[config.mk]
export PLATFORM = sky130hd
export DESIGN_NAME = mcc_config_cal
export DESIGN_NICKNAME = d
export VERILOG_FILES = /design/src/logic/mcc_pkg.sv /design/src/logic/mcc_config_cal.sv
export SDC_FILE = /design/constraint.sdc
export NUM_CORES = 1
export LEC_CHECK = 0
export BUFFER_PORTS_ARGS = -buffer_cell sky130_fd_sc_hd__buf_4
export CAP_MARGIN = 15
export CORE_ASPECT_RATIO = 0.8
export CORE_MARGIN = 10
export CORE_UTILIZATION = 49
export DETAILED_ROUTE_END_ITERATION = 7
export PLACE_DENSITY_LB_ADDON = 0.08
export SYNTH_ARGS = -nofsm -noshare
export SYNTH_HDL_FRONTEND = slang
export SYNTH_SLANG_ARGS = --single-unit
export TNS_END_PERCENT = 50
[constraint.sdc]
create_clock -name clock -period 4.26 [get_ports clock]
set_input_delay 0.852 -clock clock [delete_from_list [all_inputs] [get_ports clock]]
set_output_delay 0.852 -clock clock [all_outputs]
set_load 0.05 [all_outputs]
[src/logic/mcc_pkg.sv]
package mcc_pkg;
    // ----------------------------------------
    // Command and register map
    // ----------------------------------------
    localparam logic [2:0] CAL_PREFIX = 3'h6;
    localparam int CAL_PREFIX_HI = 7;
    localparam int CAL_PREFIX_LO = 5;
    localparam logic [4:0] ADDR_DEVICE_CONFIGURATION = 5'h00;
    localparam int CFG_W = 24;
    localparam logic [23:0] CFG_RESET = 24'h00_0001;
    localparam logic [23:0] CFG_WRITABLE = 24'hFF_9FFF;
    // ----------------------------------------
    // Field positions
    // ----------------------------------------
    localparam int PC_HI = 23;
    localparam int PC_LO = 17;
    localparam int IGAIN_BIT = 16;
    localparam int OPEN_DRAIN_BIT = 15;
    localparam int IRQ_STYLE_BIT = 12;
    localparam int IRQ_POL_BIT = 11;
    localparam int OVR_EN_BIT = 10;
    localparam int OVR_A_BIT = 9;
    localparam int OVR_B_BIT = 8;
    localparam int SWING_BIT = 7;
    localparam int VOLT_HIGHPASS_EN_BIT = 6;
    localparam int CURR_HIGHPASS_EN_BIT = 5;
    localparam int CLK_INV_BIT = 4;
    localparam int K_HI = 3;
    localparam int K_LO = 0;
    // ----------------------------------------
    // Calibration select codes
    // ----------------------------------------
    localparam logic [4:0] CAL_I_DC_OFF = 5'h09;
    localparam logic [4:0] CAL_I_DC_GAIN = 5'h0A;
    localparam logic [4:0] CAL_I_AC_OFF = 5'h0D;
    localparam logic [4:0] CAL_I_AC_GAIN = 5'h0E;
    localparam logic [4:0] CAL_V_DC_OFF = 5'h11;
    localparam logic [4:0] CAL_V_DC_GAIN = 5'h12;
    localparam logic [4:0] CAL_V_AC_OFF = 5'h15;
    localparam logic [4:0] CAL_V_AC_GAIN = 5'h16;
    localparam logic [4:0] CAL_B_DC_OFF = 5'h19;
    localparam logic [4:0] CAL_B_DC_GAIN = 5'h1A;
    localparam logic [4:0] CAL_B_AC_GAIN = 5'h1D;
    localparam logic [4:0] K_ZERO_MEANS_16 = 5'h10;
endpackage

[src/logic/mcc_config_cal.sv]
`timescale 1ns/1ns
`default_nettype none
module mcc_config_cal
    import mcc_pkg::*;
(
    // Clock and reset
    input wire logic clock,
    input wire logic rst,
    // Decoded serial command port
    input wire logic cmd_valid,
    input wire logic [7:0] cmd_byte,
    input wire logic wr_commit,
    input wire logic [4:0] wr_addr,
    input wire logic [23:0] wr_data,
    output logic [23:0] cfg_rd_data,
    // Calibration handshake with datapath
    output logic cal_start,
    output logic cal_curr,
    output logic cal_volt,
    output logic cal_gain,
    output logic cal_ac,
    input wire logic cal_done,
    input wire logic [23:0] cal_result,
    output logic offset_wr_i,
    output logic offset_wr_v,
    output logic gain_wr_i,
    output logic gain_wr_v,
    output logic [23:0] cal_wr_data,
    output logic result_ready_flag,
    input wire logic result_ready_clr,
    // Configuration fields
    output logic [6:0] phase_comp,
    output logic curr_gain_50x,
    output logic volt_highpass_en,
    output logic curr_highpass_en,
    output logic swinging_pulse_format,
    output logic counter_drive_mode,
    output logic cycle_restart,
    // Clocks
    output logic divided_internal_clk,
    output logic divided_clk_en,
    output logic host_clock_out,
    // Energy pulses from datapath and pins
    input wire logic pulse_a_raw_n,
    input wire logic pulse_b_raw_n,
    output logic energy_pulse_a_n_o,
    output logic energy_pulse_a_n_oe,
    output logic energy_pulse_b_n_o,
    output logic energy_pulse_b_n_oe,
    // Interrupt pin
    input wire logic irq_event,
    output logic irq_pin
);
    // ----------------------------------------
    // Configuration register
    // ----------------------------------------
    logic [23:0] cfg_q, cfg_d;
    always_comb begin
        cfg_d = cfg_q;
        if (wr_commit && wr_addr == ADDR_DEVICE_CONFIGURATION) begin
            // Reserved bits are held at zero even if the host misbehaves
            cfg_d = wr_data & CFG_WRITABLE;
        end
    end
    always_ff @(posedge clock) begin
        if (rst) begin
            cfg_q <= CFG_RESET;
        end else begin
            cfg_q <= cfg_d;
        end
    end
    assign cfg_rd_data = cfg_q;
    assign phase_comp = cfg_q[PC_HI:PC_LO];
    assign curr_gain_50x = cfg_q[IGAIN_BIT];
    assign volt_highpass_en = cfg_q[VOLT_HIGHPASS_EN_BIT];
    assign curr_highpass_en = cfg_q[CURR_HIGHPASS_EN_BIT];
    assign swinging_pulse_format = cfg_q[SWING_BIT];
    assign counter_drive_mode = cfg_q[SWING_BIT];

    // ----------------------------------------
    // Calibration decode
    // ----------------------------------------
    function automatic logic cal_known(input logic [4:0] s);
        return s inside {CAL_I_DC_OFF, CAL_I_DC_GAIN, CAL_I_AC_OFF,
            CAL_I_AC_GAIN, CAL_V_DC_OFF, CAL_V_DC_GAIN, CAL_V_AC_OFF,
            CAL_V_AC_GAIN, CAL_B_DC_OFF, CAL_B_DC_GAIN, CAL_B_AC_GAIN};
    endfunction

    // Both-channel AC gain code breaks the gain-bit pattern of the rest
    function automatic logic cal_is_gain(input logic [4:0] s);
        return s[1] || s == CAL_B_AC_GAIN;
    endfunction

    typedef enum logic {ST_IDLE, ST_BUSY} mcc_cal_state_t;
    mcc_cal_state_t st_q, st_d;
    logic [4:0] sel_q, sel_d;
    logic start_q, start_d;
    logic rdy_q, rdy_d;
    logic [3:0] upd_q, upd_d;
    logic [23:0] res_q, res_d;
    logic is_cal;
    logic gsel;
    assign gsel = cal_is_gain(sel_q);
    // Select bits: [4] voltage, [3] current, [2] AC, [1] gain
    assign is_cal = cmd_valid &&
        cmd_byte[CAL_PREFIX_HI:CAL_PREFIX_LO] == CAL_PREFIX;

    always_comb begin
        st_d = st_q;
        sel_d = sel_q;
        start_d = 1'b0;
        upd_d = 4'h0;
        res_d = res_q;
        rdy_d = rdy_q;
        if (result_ready_clr) begin
            rdy_d = 1'b0;
        end
        unique case (st_q)
            ST_IDLE: begin
                // Unlisted codes are dropped, never started
                if (is_cal && cal_known(cmd_byte[4:0])) begin
                    sel_d = cmd_byte[4:0];
                    start_d = 1'b1;
                    st_d = ST_BUSY;
                end
            end
            ST_BUSY: begin
                if (cal_done) begin
                    res_d = cal_result;
                    // Only DC-offset and gain registers here; AC offsets
                    // live in the datapath's own registers
                    upd_d = {gsel & sel_q[4], gsel & sel_q[3],
                        ~gsel & ~sel_q[2] & sel_q[4],
                        ~gsel & ~sel_q[2] & sel_q[3]};
                    rdy_d = 1'b1;
                    st_d = ST_IDLE;
                end
            end
        endcase
    end
    always_ff @(posedge clock) begin
        if (rst) begin
            st_q <= ST_IDLE;
            sel_q <= 5'h00;
            start_q <= 1'b0;
            upd_q <= 4'h0;
            res_q <= 24'h00_0000;
            rdy_q <= 1'b0;
        end else begin
            st_q <= st_d;
            sel_q <= sel_d;
            start_q <= start_d;
            upd_q <= upd_d;
            res_q <= res_d;
            rdy_q <= rdy_d;
        end
    end
    assign cal_start = start_q;
    assign cal_curr = sel_q[3];
    assign cal_volt = sel_q[4];
    assign cal_ac = sel_q[2];
    assign cal_gain = gsel;
    assign {gain_wr_v, gain_wr_i, offset_wr_v, offset_wr_i} = upd_q;
    assign cal_wr_data = res_q;
    assign result_ready_flag = rdy_q;

    // ----------------------------------------
    // Clock divider
    // ----------------------------------------
    logic [4:0] div_cnt_q, div_cnt_d;
    logic [4:0] ratio;
    logic [3:0] k_last_q;
    logic divided_internal_clk_q, divided_internal_clk_d, en_q, en_d, rst_cyc_q, rst_cyc_d;
    // Ratio follows the field latched at the last boundary
    assign ratio = (k_last_q == 4'h0) ? K_ZERO_MEANS_16
        : {1'b0, k_last_q};
    always_comb begin
        div_cnt_d = div_cnt_q + 5'h01;
        en_d = 1'b0;
        divided_internal_clk_d = divided_internal_clk_q;
        rst_cyc_d = 1'b0;
        // Ratio changes only at a period boundary, so no runt pulse
        if (div_cnt_q + 5'h01 >= ratio) begin
            div_cnt_d = 5'h00;
            en_d = 1'b1;
            divided_internal_clk_d = 1'b1;
            rst_cyc_d = (k_last_q != cfg_q[K_HI:K_LO]);
        end else if (div_cnt_q + 5'h01 >= (ratio >> 1)) begin
            divided_internal_clk_d = 1'b0;
        end
    end
    always_ff @(posedge clock) begin
        if (rst) begin
            div_cnt_q <= 5'h00;
            divided_internal_clk_q <= 1'b0;
            en_q <= 1'b0;
            rst_cyc_q <= 1'b0;
            k_last_q <= CFG_RESET[K_HI:K_LO];
        end else begin
            div_cnt_q <= div_cnt_d;
            divided_internal_clk_q <= divided_internal_clk_d;
            en_q <= en_d;
            rst_cyc_q <= rst_cyc_d;
            if (en_d) begin
                k_last_q <= cfg_q[K_HI:K_LO];
            end
        end
    end
    assign divided_clk_en = en_q;
    assign cycle_restart = rst_cyc_q;
    // Ratio one: divided clock output follows the enable, which is always high
    assign divided_internal_clk = (ratio == 5'h01) ? en_q : divided_internal_clk_q;
    assign host_clock_out =
        divided_internal_clk ^ cfg_q[CLK_INV_BIT];

    // ----------------------------------------
    // Energy pulse pins
    // ----------------------------------------
    logic pa_lvl, pb_lvl;
    always_comb begin
        pa_lvl = pulse_a_raw_n;
        pb_lvl = pulse_b_raw_n;
        if (cfg_q[OVR_EN_BIT]) begin
            pa_lvl = cfg_q[OVR_A_BIT];
            pb_lvl = cfg_q[OVR_B_BIT];
        end
    end
    always_comb begin
        energy_pulse_a_n_o = pa_lvl;
        energy_pulse_b_n_o = pb_lvl;
        energy_pulse_a_n_oe = 1'b1;
        energy_pulse_b_n_oe = 1'b1;
        if (cfg_q[OPEN_DRAIN_BIT]) begin
            energy_pulse_a_n_o = 1'b0;
            energy_pulse_b_n_o = 1'b0;
            energy_pulse_a_n_oe = ~pa_lvl;
            energy_pulse_b_n_oe = ~pb_lvl;
        end
    end

    // ----------------------------------------
    // Interrupt pin style
    // ----------------------------------------
    logic irq_prev_q;
    always_ff @(posedge clock) begin
        if (rst) begin
            irq_prev_q <= 1'b0;
        end else begin
            irq_prev_q <= irq_event;
        end
    end
    always_comb begin
        unique case ({cfg_q[IRQ_STYLE_BIT], cfg_q[IRQ_POL_BIT]})
            2'b00: irq_pin = ~irq_event;
            2'b01: irq_pin = irq_event;
            2'b10: irq_pin = ~(irq_event & ~irq_prev_q);
            2'b11: irq_pin = irq_event & ~irq_prev_q;
        endcase
    end
endmodule
`default_nettype wire

==> results of run 1 <==
[sequential cells by signal (all words and copies together) (netlist names)]
name	count
cal_start	1
cal_wr_data	24
cfg_rd_data	22
cycle_restart	1
div_cnt_q	5
divided_clk_en	1
divided_internal_clk_q	1
irq_prev_q	1
k_last_q	4
result_ready_flag	1
sel_q	5
st_q	1
upd_q	4
[path summary, 6_finish.rpt]
path,cells after the start,from,end
worst max-delay path,5,k_last_q[0],host_clock_out
worst min-delay path,2,cal_wr_data[8],cal_wr_data[8]
worst max register to register,8,div_cnt_q[0],k_last_q[3]
worst min register to register,2,cal_wr_data[8],cal_wr_data[8]
[worst max-delay path: stages, from the launching register on]
cell and delay, ns:
dfxtp_1 0.37, inv_1 0.09, nor4_2 0.29, mux2_2 0.39, xor2_1 0.14, buf_4 0.22
[through the flow]
stage | std cells | worst slack, ns
floorplan | 354 | 1.44
global placement | 548 | 1.79
detailed placement | 548 | 1.69
CTS | 564 | 1.54
global route | 564 | 1.43
finish | 564 | 1.58
[kinds of logic after synthesis]
kind of cell	Yosys count	share of synthesized area, %
AO/OA/AOI/OAI	69	12.8
XOR/XNOR	9	2.66
adder cells (fa/ha/maj)	10	4.22
buffers and inverters	40	7.64
flip-flops	71	47.9
multiplexers	6	2.15
other	1	0.126
AND/OR/NAND/NOR	147	22.4
[metal layers]
metal,track usage [%],vias to the layer above
met5,0,-
met4,5.64,0
met3,9.70,10
met2,28.2,95
met1,19.3,1226
li1,-,1401
[power breakdown]
group | switching, uW | leakage, uW | internal, uW
clock network | 244 | 0.000101 | 318
logic | 69.3 | 0.00115 | 61.3
registers | 4.32 | 0.000573 | 669
total | 317 | 0.00182 | 1050
[cells in the final DEF (no fill, tap or decap), drive strengths merged, types with 2 or more instances in the layout]
cell type	synthesis	final
nor2	8	8
clkbuf	8	12
inv	9	9
and2	5	5
nor2b	5	5
conb	1	2
nor3	5	5
o21ai	5	5
clkinvlp	0	3
nand3	2	2
nand2b	9	9
ha	10	10
xnor2	6	6
nand2	104	104
a22o	3	3
buf	23	144
nand3b	2	2
xor2	3	3
nor4	3	3
a21oi	53	53
mux2i	3	3
o21a	2	2
mux2	3	3
a41oi	2	2
dfxtp	71	71
[final cells by class]
| class | count | share of cell area [%] |
|---|---|---|
| inverters | 9 | 0.809 |
| clock buffers | 12 | 3.95 |
| clock inverters | 4 | 1.26 |
| flip-flops and latches | 71 | 34.0 |
| repair buffers | 144 | 25.9 |
| multi-input cells | 243 | 31.6 |
| well taps | 81 | 2.43 |
==> key figures, run 1 <==
Run status
  • Outcome: completed

Place
  • Gpl congestion: 0.823
  • IO Port Bufs: 144
  • Dpl hpwl: 6400 um
  • DP Area: 0.00396 mm2

Yosys
  • Mapped cell area: about 0.0030 mm2
  • Share of the synthesized area in the top cell type: 47.9%
  • Sequential share of the synthesized area: a little under half
  • Warnings, synthesis: 0
  • Mean Syn Cell Area: 8.40 um2
  • Synth cell types: 38
  • EDFF count, synth: 0
  • Most frequent cell after synthesis: nand2_1
  • Top cells by area, synth: dfxtp_1, nand2_1, a21oi_1
  • Synthesized flop and latch total: 71
  • Synth area leader: dfxtp_1
  • Most common library cells after synthesis: nand2_1, dfxtp_1, a21oi_1, buf_4, ha_1
  • Ys flop type: dfxtp_1
  • Ys async rst share: 0%
  • Synth Instances: 353

Routing
  • DR pass1 iterations: 4
  • Max layer used: met4
  • Vias after detailed routing: 2,732
  • Met3 routed WL: 922 um
  • Met2 wire length: 4010 um
  • Number of remaining DRC errors: 0
  • Remaining antenna violation count: 0
  • Vias/cell: 4.84
  • Initial DRC count: between 80 and 90
  • Wire per inst: 14.8 um
  • Detailed Route WL: 8360 um
  • Met1 wire length: 3320 um

Power and ir drop
  • Peak VDD IR: 195 uV
  • Total Power: 1370 uW
  • Pwr Density: 327 mW/mm2
  • P_leak: between 0.0015 and 0.002 uW

STA
  • Min Hold Slack: 0.455 ns
  • Max-slew violations: 0
  • RSZ-0062 raised after global routing: false
  • Total Neg Setup Slack: 0 ns
  • Post-route clock period utilization: between 60% and 70%
  • Max Clk Rate: 372 MHz
  • Max-slew headroom: 33.1%
  • Worst slew pin tran: about 1.0 ns
  • Final Hold Vio Count: 0
  • Min Tclk post-route: around 2.7 ns
  • Final setup violation count: 0
  • Fin Clk Skew: 0.00623 ns

Clocking
  • Clk sinks: 71
  • CTS tree: yes
  • Total CTS buffers: 9
  • Cts hold-fix bufs: 0
  • Clock-pin slew on the worst setup and hold paths: 0.08 ns
  • CTS max path bufs: 2
  • Clk_lat worst skew: 0.34 ns
  • Setup Buffers After CTS: 0
  • Cts repair resizes: 0
  • CTS root buffer: clkbuf_8
  • # H-tree levels: 3

Worst setup path
  • Worst EP required: 3.41 ns
  • CP Max Fanout: 3
  • Crit Path Category: flop to primary output
  • Worst setup EP type: primary output
  • CP arrival: around 1.8 ns
  • R2R setup slack: 1.94 ns
  • Startpoint Class: flop

Worst hold path
  • Worst Hold Class: flop to flop

Cells and area
  • FILL cells: 515
  • ANT cells: 0
  • Footprint of the multi-input gates: 0.00132 mm2
  • Layout cells sized above 1: between 30% and 40%
  • Final nets: 558
  • Syn-to-layout area delta: 40.8%
  • Utilization after layout: 71.0%
  • Fin area: 0.00418 mm2
  • Register area: 0.00142 mm2

GRT
  • GRT Total Usage: approximately 17%
  • Initial antenna violation count: 0
  • Congestion Overflow GR: 0
  • Largest net degree at the start of global routing: 67
  • Vias in the first global route: 2,678
  • Global-route wire length before repair: 13,300 um

Floorplan
  • Die Y: 89.6 um
  • Die width: 107 um
  • Starting Density: 50.4%
  • Placement Rows: 25
  • Die area: 0.00958 mm2
  • Core ar.: 0.00588 mm2
  • Num ports: around 150

Run
  • # Max-Cap Violations: 0
No activity file was read; power rests on OpenSTA's default activity.
==> inputs of run 2 (changes only) <==
CORE_UTILIZATION = 41   (was 49)
clock period = 2.32 ns   (was 4.26 ns; I/O delays follow)
==> run 2 against run 1 <==
Sequential cell count is the same. Combinational power grew 89%. Register-to-register slack lost 1.6 ns. Critical endpoint unchanged. Largest power group unchanged. Highest routed layer unchanged.
==> key figures, run 2 (synthesis results as in run 1) <==
Cells and area
  • Max reg flops: 24
  • Layout cells sized above 1: 35.9%
  • Utilization after layout: 61.0%
  • Most common cell after layout, fill and taps aside: buf_4
  • FILL cells: between 600 and 700
  • Final nets: 563
  • Syn-to-layout area delta: 43.2%
  • ANT cells: 0
  • Most frequent cells in the layout: buf_4, nand2_1, dfxtp_1, a21oi_1, clkbuf_8

Floorplan
  • Num ports: 149
  • Die width: 115 um
  • Placement Rows: 27
  • Core ar.: 0.00696 mm2
  • Die Y: approximately 96 um
  • Starting Density: between 40% and 50%
  • Die area: 0.0111 mm2

Place
  • IO Port Bufs: around 140
  • Post-Place Worst Slack: 0.340 ns
  • Gpl congestion: 0.786
  • Dpl hpwl: 6600 um

Worst setup path
  • Largest delay contributor family on the critical path: multiplexers
  • Crit Path Category: flop to primary output
  • Worst EP required: about 1.9 ns
  • Crit path max-delay cell type: mux2_2
  • CP arrival: 1.75 ns
  • Worst r2r dst: k_last_q[3]
  • R2R setup slack: between 0.3 and 0.4 ns
  • R2r worst-path depth: 8
  • CP bufs+invs: 2
  • Startpoint Class: flop
  • Cell Chain, Critical Path: inv_1 > nor4_2 > mux2_2 > xor2_2 > buf_6
  • CP Max Fanout: 3
  • Worst reg2reg path startpoint: div_cnt_q[1]
  • Worst setup EP type: primary output
  • CP max stage delay: 0.40 ns

Routing
  • Vias/cell: 4.73
  • Initial DRC count: between 90 and 100
  • Vias after detailed routing: 2,720
  • DR pass1 iterations: 4
  • Number of remaining DRC errors: 0
  • Detailed Route WL: 8670 um
  • Remaining antenna violation count: 0
  • Wire per inst: roughly 15 um

Worst hold path
  • Worst Hold Class: primary input to flop
  • Worst Hold End: cfg_rd_data[0]
  • Worst hold path startpoint: wr_data[0]
  • Hold Path Cell Cnt: 3

GRT
  • Global-route wire length before repair: 13,300 um
  • GRT Total Usage: 15.1%
  • Initial antenna violation count: 0
  • Vias in the first global route: 2,660
  • Congestion Overflow GR: 0
  • Largest net degree at the start of global routing: 36

STA
  • Max Clk Rate: 452 MHz
  • Final setup violation count: 0
  • Total Neg Setup Slack: 0 ns
  • Min Tclk post-route: around 2.2 ns
  • Post-route clock period utilization: 95.3%
  • Worst slew pin tran: 0.907 ns
  • Min Hold Slack: ~0.33 ns
  • Final Hold Vio Count: 0
  • Final setup margin: 0.108 ns
  • Max-slew headroom: 39.6%
  • Fin Clk Skew: 0.00874 ns
  • Max-slew violations: 0
  • RSZ-0062 raised after global routing: false

Clocking
  • Clk sinks: 71
  • Total CTS buffers: 9
  • Clk_lat worst skew: 0.34 ns
  • Clock-pin slew on the worst setup and hold paths: around 0.07 ns
  • # H-tree levels: 3
  • CTS max path bufs: 2
  • CTS root buffer: clkbuf_8
  • CTS tree: yes

Power and ir drop
  • Pwr Density: 614 mW/mm2
  • Peak VDD IR: 362 uV
  • P_leak: approximately 0.0019 uW
  • Total Power: 2610 uW

Run
  • # Max-Cap Violations: 0

Run status
  • Outcome: completed
-- run 2: final cells by class --
class                      count  area, um2  share of cell area (%)
timing repair buffer         149       1120                    26.4
clock inverter                 5       80.1                    1.89
clock buffer                  11        151                    3.56
sequential                    71       1420                    33.5
tap                           87        109                    2.56
multi-input combinational    243       1330                    31.3
inverter                       9       33.8                   0.795
-- run 2: worst reg2reg max path, cell delays in order, from the launching register on --
cell and delay (ns):
dfxtp_1 0.34, ha_1 0.20, xor2_1 0.27, ha_1 0.29, a21oi_1 0.16, o21ai_0 0.10
a21oi_1 0.21, inv_1 0.12, a22o_1 0.19
-- run 2: report_power, final --
group	switching, uW	internal (uW)	leakage (uW)	total, uW
clock	464	662	0.000112	1130
sequential	7.58	1230	0.000573	1240
combinational	130	118	0.00117	248
total	601	2010	0.00185	2610
-- run 2: worst max-delay path by stage --
| stage | startpoint | to | cells after the start |
|---|---|---|---|
| 6_report | k_last_q[0] | host_clock_out | 5 |
| 5_1_grt | k_last_q[0] | host_clock_out | 5 |
| 4_1_cts | k_last_q[0] | host_clock_out | 5 |
| 3_5_place_dp | div_cnt_q[1] | k_last_q[3] | 8 |
| 3_3_place_gp | div_cnt_q[0] | k_last_q[1] | 8 |
| 2_1_floorplan | k_last_q[0] | host_clock_out | 4 |
-- run 2: what timing repair did --
item,CTS,global route
resized for setup,0,2
hold buffers,0,0
buffers inserted,0,0
setup endpoints to repair,0,1
-- run 2: routing by layer --
layer / share of wire [%] / track usage [%]
met5: 0 / 0
met2: 45 / 23.0
met4: 0.96 / 5.04
met1: 42 / 17.2
met3: 11 / 9.20
-- run 2: per-stage QoR --
step                std cells  cell area (um2)
floorplan                 354             2980
CTS                       575             4240
finish                    575             4250
global placement          559             4010
global route              575             4250
detailed placement        559             4010
